==> src/hw/sbd_params.svh <==
// Constants of the serial register-access port with burst debug
`ifndef SBD_PARAMS_SVH
`define SBD_PARAMS_SVH
`define SBD_CNT_HDR_LAST 5'd19
`define SBD_CNT_HDR_END 5'd21
`define SBD_HDR_RW 19
`define SBD_HDR_BURST 18
`define SBD_HDR_PKG_HI 14
`define SBD_HDR_PKG_LO 11
`define SBD_HDR_ADDR_HI 10
`define SBD_WBIT_FIRST 5'd0
`define SBD_WBIT_COMMIT 5'd1
`define SBD_WBIT_LAST 5'd31
`define SBD_WIDX_FIRST 11'h000
`define SBD_WIDX_STEP 11'h001
`define SBD_WIDX_56 11'h001
`define SBD_ADDR_CNTS 11'h006
`define SBD_ADDR_CHKSUM 11'h007
`define SBD_CNT_MAX 16'hffff
`define SBD_CNT_ONE 16'h0001
`endif

==> src/hw/sbd_pkg.sv <==
// Types of the serial register-access port with burst debug
package sbd_pkg;
    typedef enum logic [2:0] {
        PH_IDLE = 3'b001,
        PH_HDR  = 3'b010,
        PH_DATA = 3'b100
    } sbd_phase_t;
endpackage

==> src/hw/sbd_sync.sv <==
// Two-flop synchroniser for a group of asynchronous inputs
`timescale 1ns/1ps
module sbd_sync #(
    parameter int W = 1
) (
    input wire logic mclk,          // System clock
    input wire logic rst,           // Synchronous reset, active high
    input wire logic [W-1:0] d,     // Asynchronous inputs
    output logic [W-1:0] q          // Synchronised outputs
);
    logic [W-1:0] meta_r;

    genvar i;
    generate
        for (i = 0; i < W; i++) begin : g_bit
            always_ff @(posedge mclk) begin
                if (rst) begin
                    meta_r[i] <= 1'b0;
                    q[i] <= 1'b0;
                end else begin
                    meta_r[i] <= d[i];
                    q[i] <= meta_r[i];
                end
            end
        end
    endgenerate
endmodule

==> src/hw/sbd_spi_slave.sv <==
// Serial slave register-access port with burst mode and burst debug registers
// Operation
// - Frame: rw, burst, idle, package, address, idle, data, term
// - Leading bit one reads, zero writes
// - Burst flag selects auto-incrementing multi-word transfer
// - Idle and termination bit values are ignored
// - Package field must equal strapped package address
// - Output undriven except while returning read data
// - Read drives output from idle bits after address
// - Each further burst word targets next address
// - Commit word after two following bits arrive
// - Burst read words follow back to back
// - Debug registers clear at burst header, else change only past 56 burst bits
// - Checksum sums burst write words after first
// - Counters count address increments and clock edges
// - Reset clears all state of the port
`timescale 1ns/1ps
`include "sbd_params.svh"
module sbd_spi_slave
    import sbd_pkg::*;
(
    input wire logic mclk,                      // System clock, 50 MHz
    input wire logic rst,                       // Synchronous reset, active high
    input wire logic sclk,                      // Serial clock from master
    input wire logic cs_n,                      // Select from master, active low
    input wire logic sdi,                       // Serial data in
    output logic sdo,                           // Serial data out
    output logic sdo_oe,                        // Serial data out enable
    input wire logic [3:0] package_addr_straps, // Strapped package address
    output logic [10:0] reg_addr,               // Register address
    output logic [31:0] reg_wdata,              // Register write data
    output logic reg_we,                        // Register write strobe
    output logic reg_rd,                        // Register read strobe
    input wire logic [31:0] reg_rdata           // Register read data, next cycle
);
    // ========================================
    // Input sampling
    logic [6:0] sync_q;
    logic sclk_s, cs_n_s, sdi_s;
    logic [3:0] straps_s;
    logic sclk_d_r;

    sbd_sync #(.W(7)) u_sync (
        .mclk(mclk),
        .rst(rst),
        .d({sclk, cs_n, sdi, package_addr_straps}),
        .q(sync_q)
    );
    assign {sclk_s, cs_n_s, sdi_s, straps_s} = sync_q;

    always_ff @(posedge mclk) begin
        if (rst) begin
            sclk_d_r <= 1'b0;
        end else begin
            sclk_d_r <= sclk_s;
        end
    end

    logic sel, rise, fall;
    assign sel = ~cs_n_s;
    assign rise = sel & sclk_s & ~sclk_d_r;
    assign fall = sel & ~sclk_s & sclk_d_r;

    // ========================================
    // Frame sequencing
    sbd_phase_t phase_r;
    logic [4:0] cnt_r;
    logic [4:0] wbit_r;
    logic [10:0] widx_r;
    logic [18:0] hdr_sr_r;
    logic [19:0] hdr_w;
    logic rw_r, burst_r, match_r;
    logic [10:0] addr_r;

    assign hdr_w = {hdr_sr_r, sdi_s};

    always_ff @(posedge mclk) begin
        if (rst || !sel) begin
            phase_r <= PH_IDLE;
            cnt_r <= 5'h00;
            wbit_r <= `SBD_WBIT_FIRST;
            widx_r <= `SBD_WIDX_FIRST;
            hdr_sr_r <= 19'h00000;
        end else begin
            unique case (phase_r)
                PH_IDLE: begin
                    phase_r <= PH_HDR;
                end
                PH_HDR: begin
                    if (rise) begin
                        hdr_sr_r <= hdr_w[18:0];
                        cnt_r <= cnt_r + 5'h01;
                        if (cnt_r == `SBD_CNT_HDR_END) begin
                            phase_r <= PH_DATA;
                        end
                    end
                end
                PH_DATA: begin
                    if (rise) begin
                        wbit_r <= wbit_r + 5'h01;
                        if (wbit_r == `SBD_WBIT_LAST) begin
                            widx_r <= widx_r + `SBD_WIDX_STEP;
                        end
                    end
                end
            endcase
        end
    end

    logic hdr_done;
    assign hdr_done = rise && (phase_r == PH_HDR) && (cnt_r == `SBD_CNT_HDR_LAST);

    // Idle bits between the fields are never looked at
    always_ff @(posedge mclk) begin
        if (rst) begin
            rw_r <= 1'b0;
            burst_r <= 1'b0;
            match_r <= 1'b0;
            addr_r <= 11'h000;
        end else if (!sel) begin
            match_r <= 1'b0;
        end else if (hdr_done) begin
            rw_r <= hdr_w[`SBD_HDR_RW];
            burst_r <= hdr_w[`SBD_HDR_BURST];
            match_r <= (hdr_w[`SBD_HDR_PKG_HI:`SBD_HDR_PKG_LO] == straps_s);
            addr_r <= hdr_w[`SBD_HDR_ADDR_HI:0];
        end
    end

    // ========================================
    // Write data path
    logic [31:0] rx_r, hold_r;
    logic [10:0] hold_addr_r;
    logic hold_v_r;
    logic in_data, word_done, commit;
    logic [31:0] rx_word;

    assign in_data = rise && (phase_r == PH_DATA);
    assign rx_word = {rx_r[30:0], sdi_s};
    assign word_done = in_data && (wbit_r == `SBD_WBIT_LAST) && match_r &&
                       (burst_r || (widx_r == `SBD_WIDX_FIRST));
    assign commit = in_data && (wbit_r == `SBD_WBIT_COMMIT) && hold_v_r;

    always_ff @(posedge mclk) begin
        if (rst || !sel) begin
            rx_r <= 32'h00000000;
            hold_r <= 32'h00000000;
            hold_addr_r <= 11'h000;
            hold_v_r <= 1'b0;
        end else begin
            if (in_data) begin
                rx_r <= rx_word;
            end
            if (word_done && !rw_r) begin
                hold_r <= rx_word;
                hold_addr_r <= addr_r + widx_r;
                hold_v_r <= 1'b1;
            end else if (commit) begin
                hold_v_r <= 1'b0;
            end
        end
    end

    // ========================================
    // Register access strobes
    logic rd_first, rd_next, rd_req, rd_pend_r;
    logic [31:0] rbuf_r;
    logic [31:0] dbg_cnts, chksum_r;

    assign rd_first = hdr_done && hdr_w[`SBD_HDR_RW] &&
                      (hdr_w[`SBD_HDR_PKG_HI:`SBD_HDR_PKG_LO] == straps_s);
    assign rd_next = in_data && (wbit_r == `SBD_WBIT_FIRST) && rw_r && burst_r && match_r;
    assign rd_req = rd_first || rd_next;

    always_ff @(posedge mclk) begin
        if (rst) begin
            reg_addr <= 11'h000;
            reg_wdata <= 32'h00000000;
            reg_we <= 1'b0;
            reg_rd <= 1'b0;
            rd_pend_r <= 1'b0;
            rbuf_r <= 32'h00000000;
        end else begin
            reg_we <= commit;
            reg_rd <= rd_req;
            rd_pend_r <= rd_req;
            if (commit) begin
                reg_addr <= hold_addr_r;
                reg_wdata <= hold_r;
            end else if (rd_first) begin
                reg_addr <= hdr_w[`SBD_HDR_ADDR_HI:0];
            end else if (rd_next) begin
                reg_addr <= addr_r + widx_r + `SBD_WIDX_STEP;
            end
            if (rd_pend_r) begin
                if (reg_addr == `SBD_ADDR_CNTS) begin
                    rbuf_r <= dbg_cnts;
                end else if (reg_addr == `SBD_ADDR_CHKSUM) begin
                    rbuf_r <= chksum_r;
                end else begin
                    rbuf_r <= reg_rdata;
                end
            end
        end
    end

    // ========================================
    // Burst debug registers
    logic [15:0] inc_cnt_r, edge_cnt_r;
    logic past56_r;
    logic burst_act;

    assign burst_act = burst_r && match_r;
    assign dbg_cnts = {inc_cnt_r, edge_cnt_r};

    always_ff @(posedge mclk) begin
        if (rst) begin
            inc_cnt_r <= 16'h0000;
            edge_cnt_r <= 16'h0000;
            chksum_r <= 32'h00000000;
            past56_r <= 1'b0;
        end else begin
            if (!sel) begin
                past56_r <= 1'b0;
            end else if (in_data && (widx_r == `SBD_WIDX_56) &&
                         (wbit_r == `SBD_WBIT_COMMIT)) begin
                past56_r <= 1'b1;
            end
            if (hdr_done && hdr_w[`SBD_HDR_BURST] &&
                (hdr_w[`SBD_HDR_PKG_HI:`SBD_HDR_PKG_LO] == straps_s)) begin
                inc_cnt_r <= 16'h0000;
                edge_cnt_r <= 16'h0000;
                chksum_r <= 32'h00000000;
            end else begin
                if (rise && past56_r && burst_act && (edge_cnt_r != `SBD_CNT_MAX)) begin
                    edge_cnt_r <= edge_cnt_r + `SBD_CNT_ONE;
                end
                if (word_done && burst_act && (widx_r != `SBD_WIDX_FIRST)) begin
                    if (inc_cnt_r != `SBD_CNT_MAX) begin
                        inc_cnt_r <= inc_cnt_r + `SBD_CNT_ONE;
                    end
                    if (!rw_r) begin
                        chksum_r <= chksum_r + rx_word;
                    end
                end
            end
        end
    end

    // ========================================
    // Serial output
    logic [31:0] tx_r;

    always_ff @(posedge mclk) begin
        if (rst || !sel) begin
            sdo <= 1'b0;
            sdo_oe <= 1'b0;
            tx_r <= 32'h00000000;
        end else if (rd_first) begin
            sdo_oe <= 1'b1;
        end else if (fall && sdo_oe) begin
            if ((phase_r == PH_DATA) && (wbit_r == `SBD_WBIT_FIRST) &&
                (burst_r || (widx_r == `SBD_WIDX_FIRST))) begin
                sdo <= rbuf_r[31];
                tx_r <= {rbuf_r[30:0], 1'b0};
            end else if ((phase_r == PH_DATA) && !burst_r &&
                         (widx_r != `SBD_WIDX_FIRST)) begin
                sdo_oe <= 1'b0;
                sdo <= 1'b0;
            end else begin
                sdo <= tx_r[31];
                tx_r <= {tx_r[30:0], 1'b0};
            end
        end
    end
endmodule

==> config.mk <==
export PLATFORM = sky130hd
export DESIGN_NAME = sbd_spi_slave
export DESIGN_NICKNAME = d
export VERILOG_FILES = /design/src/hw/sbd_pkg.sv /design/src/hw/sbd_sync.sv /design/src/hw/sbd_spi_slave.sv
export VERILOG_INCLUDE_DIRS = /design/src /design/src/hw
export SDC_FILE = /design/constraint.sdc
export NUM_CORES = 1
export LEC_CHECK = 0
export ABC_CLOCK_PERIOD_IN_PS = 6560
export CAP_MARGIN = 20
export CORE_MARGIN = 4
export CORE_UTILIZATION = 60
export CTS_CLUSTER_DIAMETER = 40
export DETAILED_ROUTE_END_ITERATION = 6
export DONT_BUFFER_PORTS = 1
export PLACE_DENSITY = 0.88
export SKIP_LAST_GASP = 1
export SYNTH_ARGS = -nofsm -noshare
export SYNTH_HDL_FRONTEND = slang
export SYNTH_SLANG_ARGS = --single-unit
==> constraint.sdc <==
create_clock -name mclk -period 6.56 [get_ports mclk]
set_input_delay 0.656 -clock mclk [delete_from_list [all_inputs] [get_ports mclk]]
set_output_delay 0.656 -clock mclk [all_outputs]
set_load 0.005 [all_outputs]
==> results summary, run 1 <==
The run finished with clean final reports. The post-synthesis instance total came out at 1798. The mean instance size in the synthesized netlist came out at 8.43 um^2. The worst setup path is captured at a flip-flop.

After layout, the worst path uses 53.6% of the clock period. Global routing finished with a remaining overflow of 0. In this run the most critical hold path is launched from rst. The CTS tree is built. The total power density per cell area came out at 252 nW/um^2.

The fraction of power spent switching nets came out at 21.3%. The worst relative slew slack came out at 24.7%. The maximum vdd ir drop came out at 234 uV. The share of the synthesized area in the top cell type came out at 42.5%.

The area of the core came out at 24600 um^2. The first global-routing pass estimated 60800 um of wire. The number of gates resized after CTS was 0. The share of synthesized area occupied by flip-flops and latches is 42.5%. The die is 167 um tall. At the end of routability-driven placement, the weighted congestion stood at 0.927.

The total net switching power is 891 uW. The post-detailed-route via-to-cell ratio came out at 6.09. The aggregate routed wire length came out at 37900 um. The number of ports placed on the die boundary came out at 88. The post-layout total power came out at 4170 uW. Along the worst path, the maximum fanout reaches 27. Measured along the x axis, the die boundary spans 167 um.

The number of synthesized flops with an enable pin is 0. The primary flip-flop cell chosen by synthesis mapping is sky130_fd_sc_hd__dfxtp_1. After the first detailed-routing iteration, the DRC count stood at 1397.

The CTS clock-pin slew for the worst setup and hold paths is 0.06 ns. In this run the critical register-to-register path is launched from phase_r[0]$_SDFFE_PP1P_. Summing all non-filler instances in the final layout gives an area of 16500 um^2. The number of nets with antenna violations after routing came out at 0. The total of endpoints with negative setup slack in the final report is 0.

The number of slew-limit violations in the final report is 0. In this run the worst hold path is classified as in -> reg. The number of warning messages in the yosys log is 0. The endpoint identified for the worst register-to-register timing path is reg_addr[9]$_SDFFE_PP0P_.

The number of register bits inferred by synthesis came out at 322. The initial utilization of the core area, before any placement, comes to 61.6%. The number of nets in the final layout came out at 1844. The final count of hold timing violations is 0. The kind of start point of the critical path is a flip-flop.

The register-to-register setup slack is 3.05 ns. The path with the worst hold slack has its endpoint at u_sync.q[0]$_SDFF_PP0_. STA puts the critical path data arrival time at 3.92 ns. Compared with the post-synthesis result, the final layout area differs by 9.10%. The max-capacitance violation count came out at 0.

The post-CTS setup buffer count is 0. Yosys attributes the largest share of cell area to sky130_fd_sc_hd__dfxtp_1, sky130_fd_sc_hd__nand2_1, sky130_fd_sc_hd__mux2i_1. The number of buffers added on ports is 0. Fill cells in the final layout number 1797. The insertion delay of the later-clocked pin in the worst-skew pair is 0.54 ns. Of all flip-flops after synthesis, the portion carrying an async set or reset was 0%. For this design, the CTS-stage hold fixing added 0 buffers.

The endpoint required time on the critical path is 6.97 ns. The buffer depth of the longest clock path came out at 3. The worst-case clock skew is 0.0263 ns. The largest total area in the synthesized netlist belongs to sky130_fd_sc_hd__dfxtp_1. The via count of the first global-routing pass is 12300. The share of layout cells above drive strength 1 came out at 7.43%. The cell depth of the worst flop-to-flop path came out at 9. The clock sink count came out at 322.

The number of rows in the core area came out at 57. At the pin with the least slew margin, the transition time is 1.13 ns. The proportion of power drawn by flip-flops and latches came out at 47.1%. The initial antenna violation count is 0. The number of H-tree levels came out at 2. The minimum clock period is 3.51 ns.

The post-detailed-placement half-perimeter wirelength is 24800 um. Across every metal layer, demand over resource in global routing totals 25.8%. The number of library cell types mapped by synthesis is 72. The total number of vias came out at 12800. The synthesized net count came out at 1894.

The synthesized area is 15200 um^2. The static leakage is 0.00595 uW. TritonCTS created 38 clock buffers.

Cells fill 67.2% of the core in the end. The maximum achievable frequency came out at 285 MHz. The relative contribution of the clock network to total power is 51.6%.

Internal power comes to 3280 uW. CTS placed an instance of sky130_fd_sc_hd__clkbuf_16 at the clock tree root. The average routed wire per standard cell came out at 18.1 um. Before antenna repair, the detailed router went through 5 iterations. Along the worst hold path, the cell count comes to 1. The final antenna diode count came out at 0. The start point of the critical path is phase_r[0]$_SDFFE_PP1P_.

Setup repair after global routing left no endpoint under its margin. The portion of total power attributed to combinational logic is 1.3%. The total negative setup slack came out at 0 ns. The total placed instance area is 15200 um^2.

Entering global routing, the biggest net connects 110 pins. The detailed-route DRC error count came out at 0. The overall die area is 27900 um^2. The critical path is of the reg -> reg type.
==> how the worst max path moves through the flow <==
stage | end | slack [ns] | cells after the start
global placement | chksum_r[29]$_SDFFE_PP0P_ | 2.93 | 8
global route | reg_addr[9]$_SDFFE_PP0P_ | 2.74 | 9
detailed placement | chksum_r[29]$_SDFFE_PP0P_ | 2.87 | 8
CTS | chksum_r[30]$_SDFFE_PP0P_ | 2.80 | 8
floorplan | chksum_r[30]$_SDFFE_PP0P_ | 3.83 | 12
finish | reg_addr[9]$_SDFFE_PP0P_ | 3.05 | 9
==> per-layer routing <==
metal | routed length, um | share of wire (%) | GRT usage [%] | vias up
li1 | - | - | - | 6068
met1 | 15300 | 40 | 32.7 | 6115
met2 | 18400 | 48 | 44.3 | 502
met3 | 3160 | 8.3 | 4.88 | 97
met4 | 1140 | 3.0 | 8.79 | 0
met5 | 0 | 0 | 0 | -
==> kinds of logic (layout without fill, tap and decap cells) <==
kind of cell	Yosys count	after routing	synth area share, %
adders and majority gates	55	55	4.64
AOI/OAI and AO/OA	377	377	15.7
muxes	114	114	7.52
buffers and inverters	130	108	3.95
xor gates and xnor gates	78	78	4.50
DFF	322	322	42.5
and+or+nand+nor	722	722	21.2
==> synth_stat cells, drive strengths merged (3+ instances only) <==
library cell / instances
a211o: 5
a211oi: 47
a21o: 20
a21oi: 193
a221oi: 3
a31oi: 5
and2: 11
and3: 14
and4: 3
buf: 39
clkbuf: 66
dfxtp: 322
ha: 53
inv: 25
mux2i: 114
nand2: 380
nand2b: 9
nand3: 35
nand4: 21
nor2: 166
nor2b: 20
nor3: 14
nor3b: 5
nor4: 5
o211ai: 7
o21a: 7
o21ai: 62
o21bai: 6
o31ai: 5
or2: 3
or3: 22
or4: 5
xnor2: 39
xor2: 39
==> placed cells by master, fill, tap and decap left out, types with 5 or more instances in the layout <==
cell type | synthesis | layout
sky130_fd_sc_hd__nor2_1 | 163 | 163
sky130_fd_sc_hd__nand2b_1 | 9 | 9
sky130_fd_sc_hd__inv_6 | 0 | 5
sky130_fd_sc_hd__and2_1 | 9 | 9
sky130_fd_sc_hd__buf_4 | 2 | 12
sky130_fd_sc_hd__clkbuf_16 | 0 | 39
sky130_fd_sc_hd__o21ai_0 | 61 | 61
sky130_fd_sc_hd__and3_1 | 14 | 14
sky130_fd_sc_hd__dfxtp_1 | 322 | 320
sky130_fd_sc_hd__a21oi_1 | 191 | 191
sky130_fd_sc_hd__a211oi_1 | 18 | 18
sky130_fd_sc_hd__a211o_1 | 5 | 5
sky130_fd_sc_hd__o21bai_1 | 6 | 6
sky130_fd_sc_hd__nor3_1 | 13 | 13
sky130_fd_sc_hd__a31oi_1 | 5 | 5
sky130_fd_sc_hd__clkbuf_1 | 66 | 5
sky130_fd_sc_hd__a21o_1 | 20 | 19
sky130_fd_sc_hd__nand4_1 | 21 | 21
sky130_fd_sc_hd__nor2b_1 | 20 | 20
sky130_fd_sc_hd__nand2_1 | 379 | 379
sky130_fd_sc_hd__xnor2_1 | 39 | 39
sky130_fd_sc_hd__inv_1 | 25 | 25
sky130_fd_sc_hd__or3_1 | 22 | 22
sky130_fd_sc_hd__xor2_1 | 39 | 39
sky130_fd_sc_hd__nand3_1 | 35 | 35
sky130_fd_sc_hd__clkinv_2 | 0 | 5
sky130_fd_sc_hd__o211ai_1 | 7 | 7
sky130_fd_sc_hd__o21a_1 | 7 | 7
sky130_fd_sc_hd__ha_1 | 53 | 53
sky130_fd_sc_hd__mux2i_1 | 114 | 114
sky130_fd_sc_hd__a211oi_2 | 29 | 29
sky130_fd_sc_hd__clkinvlp_4 | 0 | 5
==> metrics by stage <==
| step | setup slack, ns | std cells | hold WS, ns |
|---|---|---|---|
| final | 3.05 | 2100 | 0.208 |
| after global routing | 2.74 | 2100 | 0.192 |
| after CTS | 2.80 | 2098 | 0.180 |
| after detailed placement | 2.87 | 2030 | 0.426 |
| after global placement | 2.93 | 2029 | 0.425 |
| after floorplan | 3.83 | 1798 | 0.414 |
==> critical path, stage by stage, from the launching register on <==
cell and delay, ns:
sky130_fd_sc_hd__dfxtp_1 0.34, sky130_fd_sc_hd__nor4b_2 0.30, sky130_fd_sc_hd__and2_1 0.81, sky130_fd_sc_hd__nand4b_4 0.49, sky130_fd_sc_hd__nor2_2 0.34, sky130_fd_sc_hd__and2_1 0.41
sky130_fd_sc_hd__nor2_2 0.14, sky130_fd_sc_hd__a221oi_1 0.34, sky130_fd_sc_hd__a211o_1 0.17, sky130_fd_sc_hd__a21oi_1 0.04
==> sequential cells by signal, indices dropped and copies added (netlist names), 3 cells and up <==
signal / cells
addr_r: 11
phase_r: 3
hold_addr_r: 11
u_sync.q: 7
u_sync.meta_r: 7
inc_cnt_r: 16
wbit_r: 5
edge_cnt_r: 16
rbuf_r: 32
reg_addr: 11
cnt_r: 5
hold_r: 32
rx_r: 31
widx_r: 11
chksum_r: 32
hdr_sr_r: 19
reg_wdata: 32
tx_r: 31
==> area by class of cell <==
cell class | count | area (um^2) | area share (%)
Timing Repair Buffer | 15 | 158 | 0.953
Clock buffer | 48 | 1050 | 6.34
Multi-Input combinational cell | 1346 | 8140 | 49.2
Tap cell | 324 | 405 | 2.45
Inverter | 25 | 93.8 | 0.567
Clock inverter | 20 | 246 | 1.49
Sequential cell | 322 | 6450 | 39.0
==> power by group through the flow <==
stage	logic [uW]	registers, uW	clock network [uW]
2_1_floorplan	49.1	2010	0
6_report	53.8	1970	2150
3_3_place_gp	50.1	2010	0
5_1_grt	58.7	1960	2250
3_5_place_dp	51.0	2010	0
4_1_cts	52.1	1970	2170
(Power assumes the default switching activity.)
==> run 2: changes to the inputs <==
ABC_CLOCK_PERIOD_IN_PS = 3340   (was 6560)
clock period = 3.34 ns   (was 6.56 ns; I/O delays follow)
==> run 2 against run 1 <==
  * Wire length is 1.3% higher
  * Total power grew 110%
  * Combinational power increased to 2.6 times the previous value
  * Sequential cell count unchanged
  * Sequential share of layout area down 0.97 points
  * Count of clock-buffer cells in the layout increased by 4
  * Non-clock buffer count is 18 higher
  * Worst setup slack got worse by 2.7 ns
  * Critical endpoint is now chksum_r[30]$_SDFFE_PP0P_
  * Highest routed layer unchanged
==> results summary, run 2 (synthesis gave the netlist of run 1 again) <==
The number of nets with antenna violations after routing came out at 0. The iteration-0 DRC count of the detailed router is 1147. The total of cells resized after clock tree synthesis came out at 0.

The highest layer touched by signal routing is met4. The slowest stage of the critical path is the sky130_fd_sc_hd__fa_1 cell. The critical path in this run is classified as reg -> reg.

Using the TritonRoute via totals, the vias-per-cell ratio works out to 5.99. The final count of hold timing violations came to 0. The share of layout cells above drive strength 1 came out at 8.49%. The worst-case clock skew came out at 0.0208 ns. The max-capacitance violation count is 0. The actual slew at the worst max-slew pin came out at 1.06 ns. After legalization and detailed placement, the total HPWL measured 25600 um. The via count of the first global-routing pass came out at 12100. The area of the core came out at 24600 um^2. The final weighted congestion in routability-driven placement came out at 0.920.

For this configuration, the core starts out at a cell density of 61.6%. The arrival time at the worst endpoint came out at 3.43 ns. The overall die area came out at 27900 um^2. Row generation in the floorplan step produced 57 rows. The number of ports placed on the die boundary came out at 88. Compared with the post-synthesis result, the final layout area differs by 11.9%.

The aggregate routed wire length is 38400 um. The pre-CTS setup slack came out at 0.360 ns. The total met2 wirelength after detailed routing is 18400 um. The worst path setup slack after routing came out at 0.348 ns.

The kind of start point of the critical path is a flip-flop. The cell sitting at the root of the clock tree is a sky130_fd_sc_hd__clkbuf_16. The library cell used most frequently in the layout, excluding fill and tap cells, is sky130_fd_sc_hd__nand2_1.

The total overflow reported by the global router came out at 0. The sequential cell area in the final layout came out at 6450 um^2. The total number of vias came out at 12700. The pin count of the biggest net entering global routing is 115. For this design, the sink count on the clock tree is 322. The total of endpoints with negative setup slack in the final report is 0. No sink is reached through more buffers than the 3 on the longest clock path. The number of fill cells is 1774. The number of nets in the final layout came out at 1866. The global-route wire length before repair came out at 61600 um. The worst setup path is captured at a flip-flop.

Derived from the worst setup path, the maximum achievable clock frequency is 334 MHz. The analysis attributes to cell leakage a power of 0.00615 uW. The worst hold-check slack came out at 0.0252 ns.

The final antenna diode count is 0. Adding up every negative setup slack in the final design gives 0 ns. The wire length the detailed router placed on met1 came out at 16200 um. Setup repair after global routing left no endpoint under its margin. The final standard cell count with taps included and fillers excluded came out at 2127. The number of slew-limit violations in the final report came out at 0. The CTS tree is built. The share of the clock period used by the worst path after layout came out at 89.6%.

The endpoint required time on the critical path is 3.78 ns. The worst relative slew slack came out at 29.6%. Traced cell by cell, the critical path runs through ha_1 -> inv_1 -> fa_1 -> nor2b_1 -> o2111ai_1 -> a211oi_1 -> a211oi_2 -> a211o_1 -> a32o_1 -> o21ai_0 -> mux2i_1 -> nand2_1. In this run the vertical extent of the chip is 167 um. The met3 wirelength from detailed routing is 2840 um.

Along the worst path, the maximum fanout reaches 5. The instance count after placement with tap cells included came out at 2042. Port buffering added 0 buffers. The average routed wire per standard cell came out at 18.1 um. The clock buffer count from CTS came out at 42. At the later pin of the worst-skew pair, clock insertion delay measures 0.55 ns. The area taken by multi-input logic gates is 8140 um^2. The library cells used most frequently in the layout, excluding fill and tap cells, are sky130_fd_sc_hd__nand2_1, sky130_fd_sc_hd__dfxtp_1, sky130_fd_sc_hd__a21oi_1, sky130_fd_sc_hd__nor2_1, sky130_fd_sc_hd__mux2i_1. The global-route total usage across every layer came out at 26.3%.

The H-tree was split into 2 levels. The biggest cell delay along the critical path came out at 0.40 ns. The maximum vdd ir drop came out at 417 uV. The total power density per cell area is 518 nW/um^2. The first-pass iteration count of the detailed router came out at 5. The floorplan step set the die width to 167 um. The detailed-route DRC error count came out at 0.

The flow ran to the end, and the final reports show no timing, DRC or antenna violations. The path class of the tightest hold or removal check is in -> reg. The initial antenna violation count is 0. The CTS clock-pin slew for the worst setup and hold paths is 0.07 ns. The minimum clock period is 2.99 ns.
run 2: changes by cell type in the layout (fill, tap and decap cells not counted), sizes merged:
cell	before	now
clkbuf	48	52
clkinv	5	7
inv	31	33
dlygate4sd3	0	7
bufinv	4	5
buf	15	26
run 2: final timing paths:
check	start	endpoint	slack, ns	cells after the start
setup / recovery	chksum_r[0]$_SDFFE_PP0P_	chksum_r[30]$_SDFFE_PP0P_	0.35	12
hold / removal	rst	reg_addr[10]$_SDFFE_PP0P_	0.03	2
setup reg to reg	chksum_r[0]$_SDFFE_PP0P_	chksum_r[30]$_SDFFE_PP0P_	0.35	12
hold reg to reg	u_sync.meta_r[5]$_SDFF_PP0_	u_sync.q[5]$_SDFF_PP0_	0.44	1
run 2: critical path, delay by kind of cell, from the launching register on:
family / cells / cell delay [ns]
compound gates: 6 / 1.46
fa+ha+maj: 2 / 0.58
flops: 1 / 0.35
simple gates: 2 / 0.23
mux: 1 / 0.21
buf+inv: 1 / 0.06
run 2: power by group:
group / total (uW) / switching, uW / internal [uW] / leakage (uW)
clock: 4790 / 1870 / 2920 / 0.000729
combinational: 141 / 104 / 36.5 / 0.00282
sequential: 3860 / 7.48 / 3850 / 0.00260
run 2: repair_timing:
action,in CTS,in global routing
hold buffers,8,0
setup buffers,0,0
hold endpoints to repair,105,0
run 2: area by class of cell:
cell class                 count  share of cell area (%)
clock inverter                25                    2.25
clock buffer                  52                    6.77
inverter                      25                   0.553
multi-input combinational   1346                    48.0
sequential                   322                    38.0
timing repair buffer          33                    2.05
tap                          324                    2.39
run 2: per-layer routing:
metal  vias up  global-route usage (%)
li1       6125                       -
met1      6070                    34.3
met2       464                    44.4
met3        88                    4.76
met4         0                    8.36
met5         -                       0
run 2: per-stage QoR:
step / total power, uW / instance area (um^2) / util [%]
floorplan: 4040 / 15200 / -
finish: 8790 / 17000 / 69.0
detailed placement: 4050 / 15300 / 62.4
global placement: 4050 / 15300 / 62.4
CTS: 8820 / 17000 / 69.0
global route: 9010 / 17000 / 69.0
